===== src/rtl/ufces_defines.vh =====
`ifndef UFCES_DEFINES_VH
`define UFCES_DEFINES_VH
// register addresses
`define UFCES_ADDR_ENABLE    10'h000
`define UFCES_ADDR_FLOW      10'h006
`define UFCES_ADDR_RESUME    10'h007
`define UFCES_ADDR_PAUSE     10'h008
`define UFCES_ADDR_ERROR     10'h009
`define UFCES_ADDR_LINK      10'h262
// reset values
`define UFCES_RST_ENABLE     2'h0
`define UFCES_RST_FLOW       4'h0
`define UFCES_RST_RESUME     8'h11
`define UFCES_RST_PAUSE      8'h13
`define UFCES_RST_LINK       16'h0000
// enable fields
`define UFCES_EN_TX          0
`define UFCES_EN_RX          1
// flow mode fields
`define UFCES_FLOW_HDX       3
`define UFCES_MODE_HI        2
`define UFCES_MODE_NONE      3'h0
`define UFCES_MODE_HW        3'h1
`define UFCES_MODE_SW        3'h2
`define UFCES_MODE_MD_RX     3'h3
`define UFCES_MODE_MD_ALL    3'h4
// error fields
`define UFCES_ERR_BRK_NOW    7
`define UFCES_ERR_OVR        6
`define UFCES_ERR_PAR        5
`define UFCES_ERR_FRM        4
`define UFCES_ERR_BRK        3
`endif


===== src/rtl/ufces_fifo.v =====
`timescale 1ns/1ps
module ufces_fifo #(
  parameter WIDTH = 9,
  parameter DEPTH = 8,
  parameter AW    = 3
) (
  // clock and reset
  input  wire             clk_sys,
  input  wire             rst_n,
  // fill side
  input  wire             in_valid,
  output wire             in_ready,
  input  wire [WIDTH-1:0] in_data,
  // drain side
  output wire             out_valid,
  input  wire             out_ready,
  output wire [WIDTH-1:0] out_data
);
  reg [WIDTH-1:0] mem [0:DEPTH-1];
  reg [AW-1:0]    wr_ptr_reg;
  reg [AW-1:0]    rd_ptr_reg;
  reg [AW:0]      count_reg;
  wire            push;
  wire            pop;

  assign in_ready  = (count_reg != DEPTH[AW:0]);
  assign out_valid = (count_reg != {(AW+1){1'b0}});
  assign out_data  = mem[rd_ptr_reg];
  assign push      = in_valid & in_ready;
  assign pop       = out_valid & out_ready;

  always @(posedge clk_sys) begin
    if (push) begin
      mem[wr_ptr_reg] <= in_data;
    end
  end

  // pointers wrap at the top so depth need not be a power of two
  always @(posedge clk_sys or negedge rst_n) begin
    if (!rst_n) begin
      wr_ptr_reg <= {AW{1'b0}};
      rd_ptr_reg <= {AW{1'b0}};
      count_reg  <= {(AW+1){1'b0}};
    end else begin
      if (push) begin
        wr_ptr_reg <= (wr_ptr_reg == DEPTH[AW-1:0] - 1'b1) ? {AW{1'b0}} : wr_ptr_reg + 1'b1;
      end
      if (pop) begin
        rd_ptr_reg <= (rd_ptr_reg == DEPTH[AW-1:0] - 1'b1) ? {AW{1'b0}} : rd_ptr_reg + 1'b1;
      end
      if (push & ~pop) begin
        count_reg <= count_reg + 1'b1;
      end else if (pop & ~push) begin
        count_reg <= count_reg - 1'b1;
      end
    end
  end
endmodule


===== src/rtl/ufces_ctrl.v =====
// Summary of operation
// (RULE1) software disables channel before most register writes
// (RULE2) enable bit1 receiver, bit0 transmitter, reset off
// (RULE3) flow mode written only while disabled
// (RULE4) half duplex drops receive data during transmit
// (RULE5) mode 000 no flow control, reset
// (RULE6) mode 001 hardware handshake flow control
// (RULE7) mode 010 pause/resume character flow control
// (RULE8) mode 011 receive after match, transmit free
// (RULE9) mode 100 both directions after match
// (RULE10) modes 101 to 111 reserved
// (RULE11) resume character restarts transmit, resets 0x11
// (RULE12) pause character stops transmit, resets 0x13
// (RULE13) nine-bit characters compare low eight only
// (RULE14) resume holds unicast, pause multicast address
// (RULE15) sticky line errors clear on read
// (RULE16) bit7 shows live break, not cleared
// (RULE17) bit6 overrun when buffer full
// (RULE18) bit5 parity error sticky
// (RULE19) bit4 missing stop bit sticky
// (RULE20) bit3 break seen sticky
// (RULE21) per-character errors need wide tagging mode
// (RULE22) software writes zero to reserved bits
// (RULE23) hardware flow holds next character while clear-to-send low
`timescale 1ns/1ps
`include "ufces_defines.vh"
module ufces_ctrl #(
  parameter FIFO_DEPTH = 8,
  parameter FIFO_AW    = 3
) (
  // clock and reset
  input  wire        clk_sys,
  input  wire        rstn,
  // vendor register requests
  input  wire        vendor_reg_write_request,
  input  wire        vendor_reg_read_request,
  input  wire        link_state_write_request,
  input  wire        link_state_read_request,
  input  wire [9:0]  reg_addr,
  input  wire [15:0] reg_wdata,
  output reg  [15:0] reg_rdata,
  output reg         reg_rvalid,
  // receiver character stream from the deserialiser
  input  wire        rx_char_valid,
  input  wire [8:0]  rx_char_data,
  input  wire        rx_char_nine_bit,
  input  wire        rx_char_addr_flag,
  input  wire        rx_parity_err,
  input  wire        rx_frame_err,
  input  wire        rx_break_now,
  input  wire        rx_break_start,
  input  wire        rx_buf_full,
  // filtered receive stream to the receive buffer
  output wire        rx_out_valid,
  input  wire        rx_out_ready,
  output wire [8:0]  rx_out_data,
  // transmitter side
  input  wire        tx_busy,
  input  wire        tx_char_end,
  input  wire        cts_in,
  output wire        tx_start_allow,
  // channel status
  output wire        tx_enable,
  output wire        rx_enable,
  output wire        half_duplex,
  output wire [2:0]  flow_mode,
  output wire        hw_flow_active,
  output wire        rx_overflow_drop
);
  reg        rst_s1_reg;
  reg        rst_s2_reg;
  reg [1:0]  enable_reg;
  reg [3:0]  flow_reg;
  reg [7:0]  resume_reg;
  reg [7:0]  pause_reg;
  reg [15:0] link_reg;
  reg        ovr_reg;
  reg        par_reg;
  reg        frm_reg;
  reg        brk_reg;
  reg        tx_paused_reg;
  reg        addr_match_reg;
  reg        cts_hold_reg;
  wire       rst_n;
  wire       is_sw;
  wire       is_md;
  wire       err_read;
  wire       rx_gate;
  wire       rx_accept;
  wire       fifo_in_ready;
  wire       fifo_push;
  reg [2:0]  mode_sel;

  // reset released through two flops
  always @(posedge clk_sys or negedge rstn) begin
    if (!rstn) begin
      rst_s1_reg <= 1'b0;
      rst_s2_reg <= 1'b0;
    end else begin
      rst_s1_reg <= 1'b1;
      rst_s2_reg <= rst_s1_reg;
    end
  end
  assign rst_n = rst_s2_reg;

  // character compare on the low eight bits; ninth bit taken as zero
  function match8;
    input [8:0] ch;
    input [7:0] ref_char;
    input       nine;
    begin
      match8 = (ch[7:0] == ref_char) & ~(nine & 1'b0); // (RULE13)
    end
  endfunction

  // reserved codes fall back to mode 000 behaviour
  always @* begin
    case (flow_reg[`UFCES_MODE_HI:0])
      `UFCES_MODE_NONE:   mode_sel = `UFCES_MODE_NONE; // (RULE5)
      `UFCES_MODE_HW:     mode_sel = `UFCES_MODE_HW;
      `UFCES_MODE_SW:     mode_sel = `UFCES_MODE_SW;
      `UFCES_MODE_MD_RX:  mode_sel = `UFCES_MODE_MD_RX;
      `UFCES_MODE_MD_ALL: mode_sel = `UFCES_MODE_MD_ALL;
      default:            mode_sel = `UFCES_MODE_NONE;
    endcase
  end

  assign tx_enable      = enable_reg[`UFCES_EN_TX]; // (RULE2)
  assign rx_enable      = enable_reg[`UFCES_EN_RX]; // (RULE2)
  assign half_duplex    = flow_reg[`UFCES_FLOW_HDX];
  assign flow_mode      = mode_sel;
  assign hw_flow_active = (mode_sel == `UFCES_MODE_HW); // (RULE6)
  assign is_sw          = (mode_sel == `UFCES_MODE_SW); // (RULE7)
  assign is_md          = (mode_sel == `UFCES_MODE_MD_RX) | (mode_sel == `UFCES_MODE_MD_ALL);
  assign err_read       = vendor_reg_read_request & (reg_addr == `UFCES_ADDR_ERROR);

  // half duplex: characters landing while transmitting are ignored
  assign rx_gate   = rx_char_valid & rx_enable & ~(half_duplex & tx_busy); // (RULE4)
  // multidrop: address characters update the match, data only after a match
  assign rx_accept = rx_gate & ~(is_md & (rx_char_addr_flag | ~addr_match_reg)) // (RULE8)
                     & ~(is_sw & (match8(rx_char_data, resume_reg, rx_char_nine_bit)
                     | match8(rx_char_data, pause_reg, rx_char_nine_bit)));
  assign fifo_push = rx_accept & fifo_in_ready;
  assign rx_overflow_drop = rx_accept & ~fifo_in_ready;

  // transmit gating: pause state, handshake hold, multidrop match
  assign tx_start_allow = tx_enable
                        & ~(is_sw & tx_paused_reg) // (RULE12)
                        & ~(hw_flow_active & cts_hold_reg) // (RULE23)
                        & ~((mode_sel == `UFCES_MODE_MD_ALL) & ~addr_match_reg); // (RULE9)

  always @(posedge clk_sys or negedge rst_n) begin
    if (!rst_n) begin
      enable_reg <= `UFCES_RST_ENABLE;
      flow_reg   <= `UFCES_RST_FLOW;
      resume_reg <= `UFCES_RST_RESUME;
      pause_reg  <= `UFCES_RST_PAUSE;
      link_reg   <= `UFCES_RST_LINK;
    end else begin
      // writes are taken as-is; gating on enable state is software's duty
      if (vendor_reg_write_request) begin
        case (reg_addr)
          `UFCES_ADDR_ENABLE: enable_reg <= reg_wdata[1:0];
          `UFCES_ADDR_FLOW:   flow_reg   <= reg_wdata[3:0];
          `UFCES_ADDR_RESUME: resume_reg <= reg_wdata[7:0];
          `UFCES_ADDR_PAUSE:  pause_reg  <= reg_wdata[7:0];
          default: begin
          end
        endcase
      end
      if (link_state_write_request) begin
        link_reg <= reg_wdata;
      end
    end
  end

  // sticky errors: a new event in the read cycle survives the clear
  always @(posedge clk_sys or negedge rst_n) begin
    if (!rst_n) begin
      ovr_reg <= 1'b0;
      par_reg <= 1'b0;
      frm_reg <= 1'b0;
      brk_reg <= 1'b0;
    end else begin
      ovr_reg <= (rx_char_valid & rx_buf_full) | (ovr_reg & ~err_read); // (RULE17)
      par_reg <= (rx_char_valid & rx_parity_err) | (par_reg & ~err_read); // (RULE18)
      frm_reg <= (rx_char_valid & rx_frame_err) | (frm_reg & ~err_read); // (RULE19)
      brk_reg <= rx_break_start | (brk_reg & ~err_read); // (RULE20)
    end
  end

  // flow state
  always @(posedge clk_sys or negedge rst_n) begin
    if (!rst_n) begin
      tx_paused_reg  <= 1'b0;
      addr_match_reg <= 1'b0;
      cts_hold_reg   <= 1'b0;
    end else begin
      if (!is_sw) begin
        tx_paused_reg <= 1'b0;
      end else if (rx_gate & match8(rx_char_data, pause_reg, rx_char_nine_bit)) begin
        tx_paused_reg <= 1'b1; // (RULE12)
      end else if (rx_gate & match8(rx_char_data, resume_reg, rx_char_nine_bit)) begin
        tx_paused_reg <= 1'b0; // (RULE11)
      end
      if (!is_md) begin
        addr_match_reg <= 1'b0;
      end else if (rx_gate & rx_char_addr_flag) begin
        addr_match_reg <= match8(rx_char_data, resume_reg, rx_char_nine_bit)
                        | match8(rx_char_data, pause_reg, rx_char_nine_bit); // (RULE14)
      end
      // the hold only takes effect between characters
      if (!tx_busy | tx_char_end) begin
        cts_hold_reg <= ~cts_in; // (RULE23)
      end
    end
  end

  always @(posedge clk_sys or negedge rst_n) begin
    if (!rst_n) begin
      reg_rdata  <= 16'h0000;
      reg_rvalid <= 1'b0;
    end else begin
      reg_rvalid <= vendor_reg_read_request | link_state_read_request;
      if (link_state_read_request) begin
        reg_rdata <= link_reg;
      end else if (vendor_reg_read_request) begin
        case (reg_addr)
          `UFCES_ADDR_ENABLE: reg_rdata <= {14'h0000, enable_reg};
          `UFCES_ADDR_FLOW:   reg_rdata <= {12'h000, flow_reg};
          `UFCES_ADDR_RESUME: reg_rdata <= {8'h00, resume_reg};
          `UFCES_ADDR_PAUSE:  reg_rdata <= {8'h00, pause_reg};
          `UFCES_ADDR_ERROR:  reg_rdata <= {8'h00, rx_break_now, ovr_reg, par_reg, // (RULE16)
                                            frm_reg, brk_reg, 3'h0}; // (RULE15)
          default:            reg_rdata <= 16'h0000;
        endcase
      end
    end
  end

  ufces_fifo #(
    .WIDTH (9),
    .DEPTH (FIFO_DEPTH),
    .AW    (FIFO_AW)
  ) u_rx_fifo (
    .clk_sys   (clk_sys),
    .rst_n     (rst_n),
    .in_valid  (rx_accept),
    .in_ready  (fifo_in_ready),
    .in_data   (rx_char_data),
    .out_valid (rx_out_valid),
    .out_ready (rx_out_ready),
    .out_data  (rx_out_data)
  );
endmodule


===== config.mk =====
export PLATFORM = sky130hd
export DESIGN_NAME = ufces_ctrl
export DESIGN_NICKNAME = d
export VERILOG_FILES = /design/src/rtl/ufces_fifo.v /design/src/rtl/ufces_ctrl.v
export VERILOG_INCLUDE_DIRS = /design/src /design/src/rtl
export SDC_FILE = /design/constraint.sdc
export NUM_CORES = 1
export LEC_CHECK = 0
export BUFFER_PORTS_ARGS = -buffer_cell sky130_fd_sc_hd__buf_2
export CAP_MARGIN = 40
export CORE_ASPECT_RATIO = 0.7
export CORE_MARGIN = 1
export CORE_UTILIZATION = 57
export DETAILED_ROUTE_END_ITERATION = 7
export PLACE_DENSITY = 0.76
export SETUP_SLACK_MARGIN = 0.5
export SLEW_MARGIN = 5
export SYNTH_ARGS = -nofsm -noshare
export SYNTH_HDL_FRONTEND = slang
export SYNTH_SLANG_ARGS = --single-unit

===== constraint.sdc =====
create_clock -name clk_sys -period 2.6 [get_ports clk_sys]
set_clock_uncertainty 0.1 [all_clocks]
set_input_delay 0.39 -clock clk_sys [delete_from_list [all_inputs] [get_ports clk_sys]]
set_output_delay 0.39 -clock clk_sys [all_outputs]
set_load 0.005 [all_outputs]

==> metrics.md <==
| Metric | Value |
|---|---|
| Starting Density | 59.4% |
| DRT Pass-1 Iters | 6 |
| CP Buf/Inv Count | 2 |
| Ant. Diodes | 0 |
| Max Transition Viols Final | 0 |
| First-pass GRT wire length | 22,900 um |
| CTS H-tree depth | 4 |
| Worst Tran Pin Value | 692 ps |
| CP top delay family | flip-flops |
| Status | finished clean |
| WHS Path Cells | 2 |
| Clock Tree Root | clkbuf_16 |
| Crit path arrival time | 2760 ps |
| Crit-path slowest cell | dfstp_2 |
| Cell Area, Synth | 6240 sq um |
| Final Net Count | 597 |
| Post-layout util | 78.2% |
| Largest cells by area after synthesis | edfxtp_1, dfrtp_1, mux2_2, mux4_2, xnor2_1 |
| Flop pwr share | 41.2% |
| Non-filler cells, final | 697 |
| Port-buffer cells | 87 |
| Worst-path clk slew | 60 ps |
| Final Hold Viols | 0 |
| Synthesized area per cell | 16.1 sq um |
| Worst r2r src | resume_reg[0] |
| Number of flops mapped to enable cells by yosys | 72 |
| Multi-input gate area | 2410 sq um |
| Core area | 10,500 sq um |
| Post-place setup slack | -81.9 ps |
| Final min period | 2560 ps |
| Post-synth top cells | edfxtp_1, dfrtp_1, mux2_2 |
| Fmax | 0.390 GHz |
| Unrepaired setup endpoints after global routing | yes |
| CP Data Required Time | 2800 ps |
| R2R depth | 14 |
| IO Count | 89 |
| DP Wirelength | 9170 um |
| Total grt overflow | 0 |
| Inst Count DP | 642 |
| Peak VDD IR | 0.647 mV |
| Gr usage total | 28.5% |
| Largest net degree at the start of global routing | 54 |
| Clk sinks | 146 |
| Syn Nets | 449 |
| Levels on crit path | 14 |
| Die Width | 127 um |
| Sequential area share after synthesis | 64.4% |
| Worst hold start | cts_in |
| WHS | 44.3 ps |
| Synth Register Bits | 146 |
| DRC | 0 |
| PwrDens | 801 nW/um^2 |
| Die area | 11,400 sq um |
| Sw Share | 25.8% |
| DRT antenna net count | 0 |
| CP endpoint kind | flop |
| Post-synthesis instance total | 388 |
| Via density | 5.88 |
| Worst setup SP type | flop |
| Net Switching | 1.70 mW |
| Worst Setup SP | resume_reg[0] |
| Number of distinct library cells after synthesis | 44 |
| Int Power | 4.89 mW |
| Fraction of the cycle the final worst path needs | 98.6% |
| Synth area leader | edfxtp_1 |
| # Max-Cap Violations | 0 |
| Largest register FFs | 72 |
| Yosys warnings | 0 |
| Die H | 89.5 um |
| Met1 usage | 40.0% |
| Placement row count | 31 |
| Clock Latency Late Sink | 420 ps |
| TritonCTS buffer count | 17 |
| Vias | 4,097 |
| Vias in the first global route | 4,108 |
| FF+latch area | 4020 sq um |
| Crit-path cells | xnor2_1, nand4_1, nor2_2, o21ai_2, nand2_2, inv_2, ha_4, inv_4, ha_4, a21o_1, a21oi_2, xnor2_1, nor2_1, xor2_1 |
| CTS tree | done |
| Slew margin rel. | 53.9% |
| Final setup margin | 37.5 ps |
| Fill count | 591 |
| Met2 usage | 43.2% |
| Met3 usage | 8.08% |
| Initial antenna violation count | 0 |
| Hold crit path type | in -> reg |
| Synth-to-layout area growth | 31.7% |
| Post-Route WL | 15,100 um |
| Combinational Power Share | 22.9% |
| Clock power share | 35.9% |
| Pleak | 3.39 nW |
| Grt peak-use layer | met2 |
| Synth top area share | 34.6% |
| Synth async-reset ratio | 50.7% |
| WL per Instance | 21.7 um |
| CP max stage delay | 550 ps |
| Finish-stage setup viols | 0 |
| Layout cell share with drive strength beyond 1 | 53.7% |
| Final RePlAce weighted congestion | 0.808 |
| Most used DFF post-synth | edfxtp_1 |
| WS Path Type | reg -> reg |
| Drt initial violations | 422 |
| CP Max Fanout | 3 |
| Clk buf depth | 2 |
| Top-count cell post-synth | edfxtp_1 |
## path summary, 6_finish.rpt
kind	end	slack, ps
worst max-delay path	u_rx_fifo.count_reg[3]	40
worst min-delay path	cts_hold_reg	40
worst max register to register	u_rx_fifo.count_reg[3]	40
worst min register to register	resume_reg[7]	120
max in group asynchronous	pause_reg[1]	1680
min in group asynchronous	resume_reg[7]	120
## cells in the final DEF (no fill, tap or decap), types with 3 or more instances in the layout
cell type  count
inv_1          4
nand2b_1       5
clkbuf_16     17
dfrtp_1       66
nand4_1        4
ha_1           4
mux4_2        18
nor2b_1        3
mux2_4        20
buf_6         20
nand2_1        8
ha_4           3
nand2_2        3
nor2_1         8
dfstp_2        5
nor3_1         3
dfrtp_2        3
o21ai_0       10
a222oi_1       4
xnor2_2        4
buf_4         42
clkbuf_1       3
a22oi_1       12
nor2_4         4
clkinv_2       4
xnor2_1       15
a22o_1        13
nor3_4         4
a21o_1         3
mux2_2        36
inv_6          3
buf_2         78
a21oi_1        3
edfxtp_1      72
nor2b_4        3
## routing by layer
layer / vias to the layer above / wire length [um]
li1: 1797 / -
met1: 2094 / 6500
met2: 186 / 7230
met3: 20 / 1140
met4: 0 / 235
met5: - / 0
## stage by stage
stage	setup TNS [ps]	total power [mW]	instance area, sq um
2_1_floorplan	0	3.53	6320
3_3_place_gp	0	3.91	7100
3_5_place_dp	-81.9	3.96	7150
4_1_cts	0	6.38	8000
5_1_grt	-153	6.85	8220
6_report	0	6.59	8220
## logic make-up (layout without fill, tap and decap cells)
group | count (synthesis) | count (layout) | synth area share (%)
AO/OA/AOI/OAI | 54 | 54 | 6.30
XOR/XNOR | 20 | 20 | 2.81
adder cells (fa/ha/maj) | 8 | 8 | 1.72
buffers and inverters | 21 | 182 | 1.54
flip-flops | 146 | 146 | 64.4
multiplexers | 74 | 74 | 17.1
other | 1 | 1 | 0.0601
AND/OR/NAND/NOR | 64 | 64 | 6.01
## worst register-to-register path, stage by stage, from the launching register on
cell	delay [ps]
dfstp_2	550
xnor2_1	150
nand4_1	160
nor2_2	190
o21ai_2	110
nand2_2	90
inv_2	50
ha_4	160
inv_4	60
ha_4	190
a21o_1	170
a21oi_2	140
xnor2_1	130
nor2_1	70
xor2_1	130
## area by class of cell
| cell class | count | area share [%] |
|---|---|---|
| Inverter | 6 | 0.304 |
| Sequential cell | 146 | 49.0 |
| Multi-Input combinational cell | 221 | 29.3 |
| Timing Repair Buffer | 144 | 12.3 |
| Clock inverter | 12 | 1.60 |
| Clock buffer | 20 | 5.31 |
| Tap cell | 148 | 2.25 |
## what timing repair did
item,CTS,global route
endpoints found under the setup margin,80,89
hold buffers,1,0
pin swaps,15,11
hold endpoints to repair,2,0
setup buffers,9,8
cloned,5,0
gates resized for setup,48,35
## power by group through the flow
stage / Sequential [mW] / Combinational (mW) / Clock, mW
2_1_floorplan: 2.69 / 0.835 / 0
3_3_place_gp: 2.72 / 1.19 / 0
3_5_place_dp: 2.73 / 1.23 / 0
4_1_cts: 2.70 / 1.29 / 2.39
5_1_grt: 2.73 / 1.63 / 2.49
6_report: 2.71 / 1.51 / 2.36
Power figures use the tool's default switching activity.
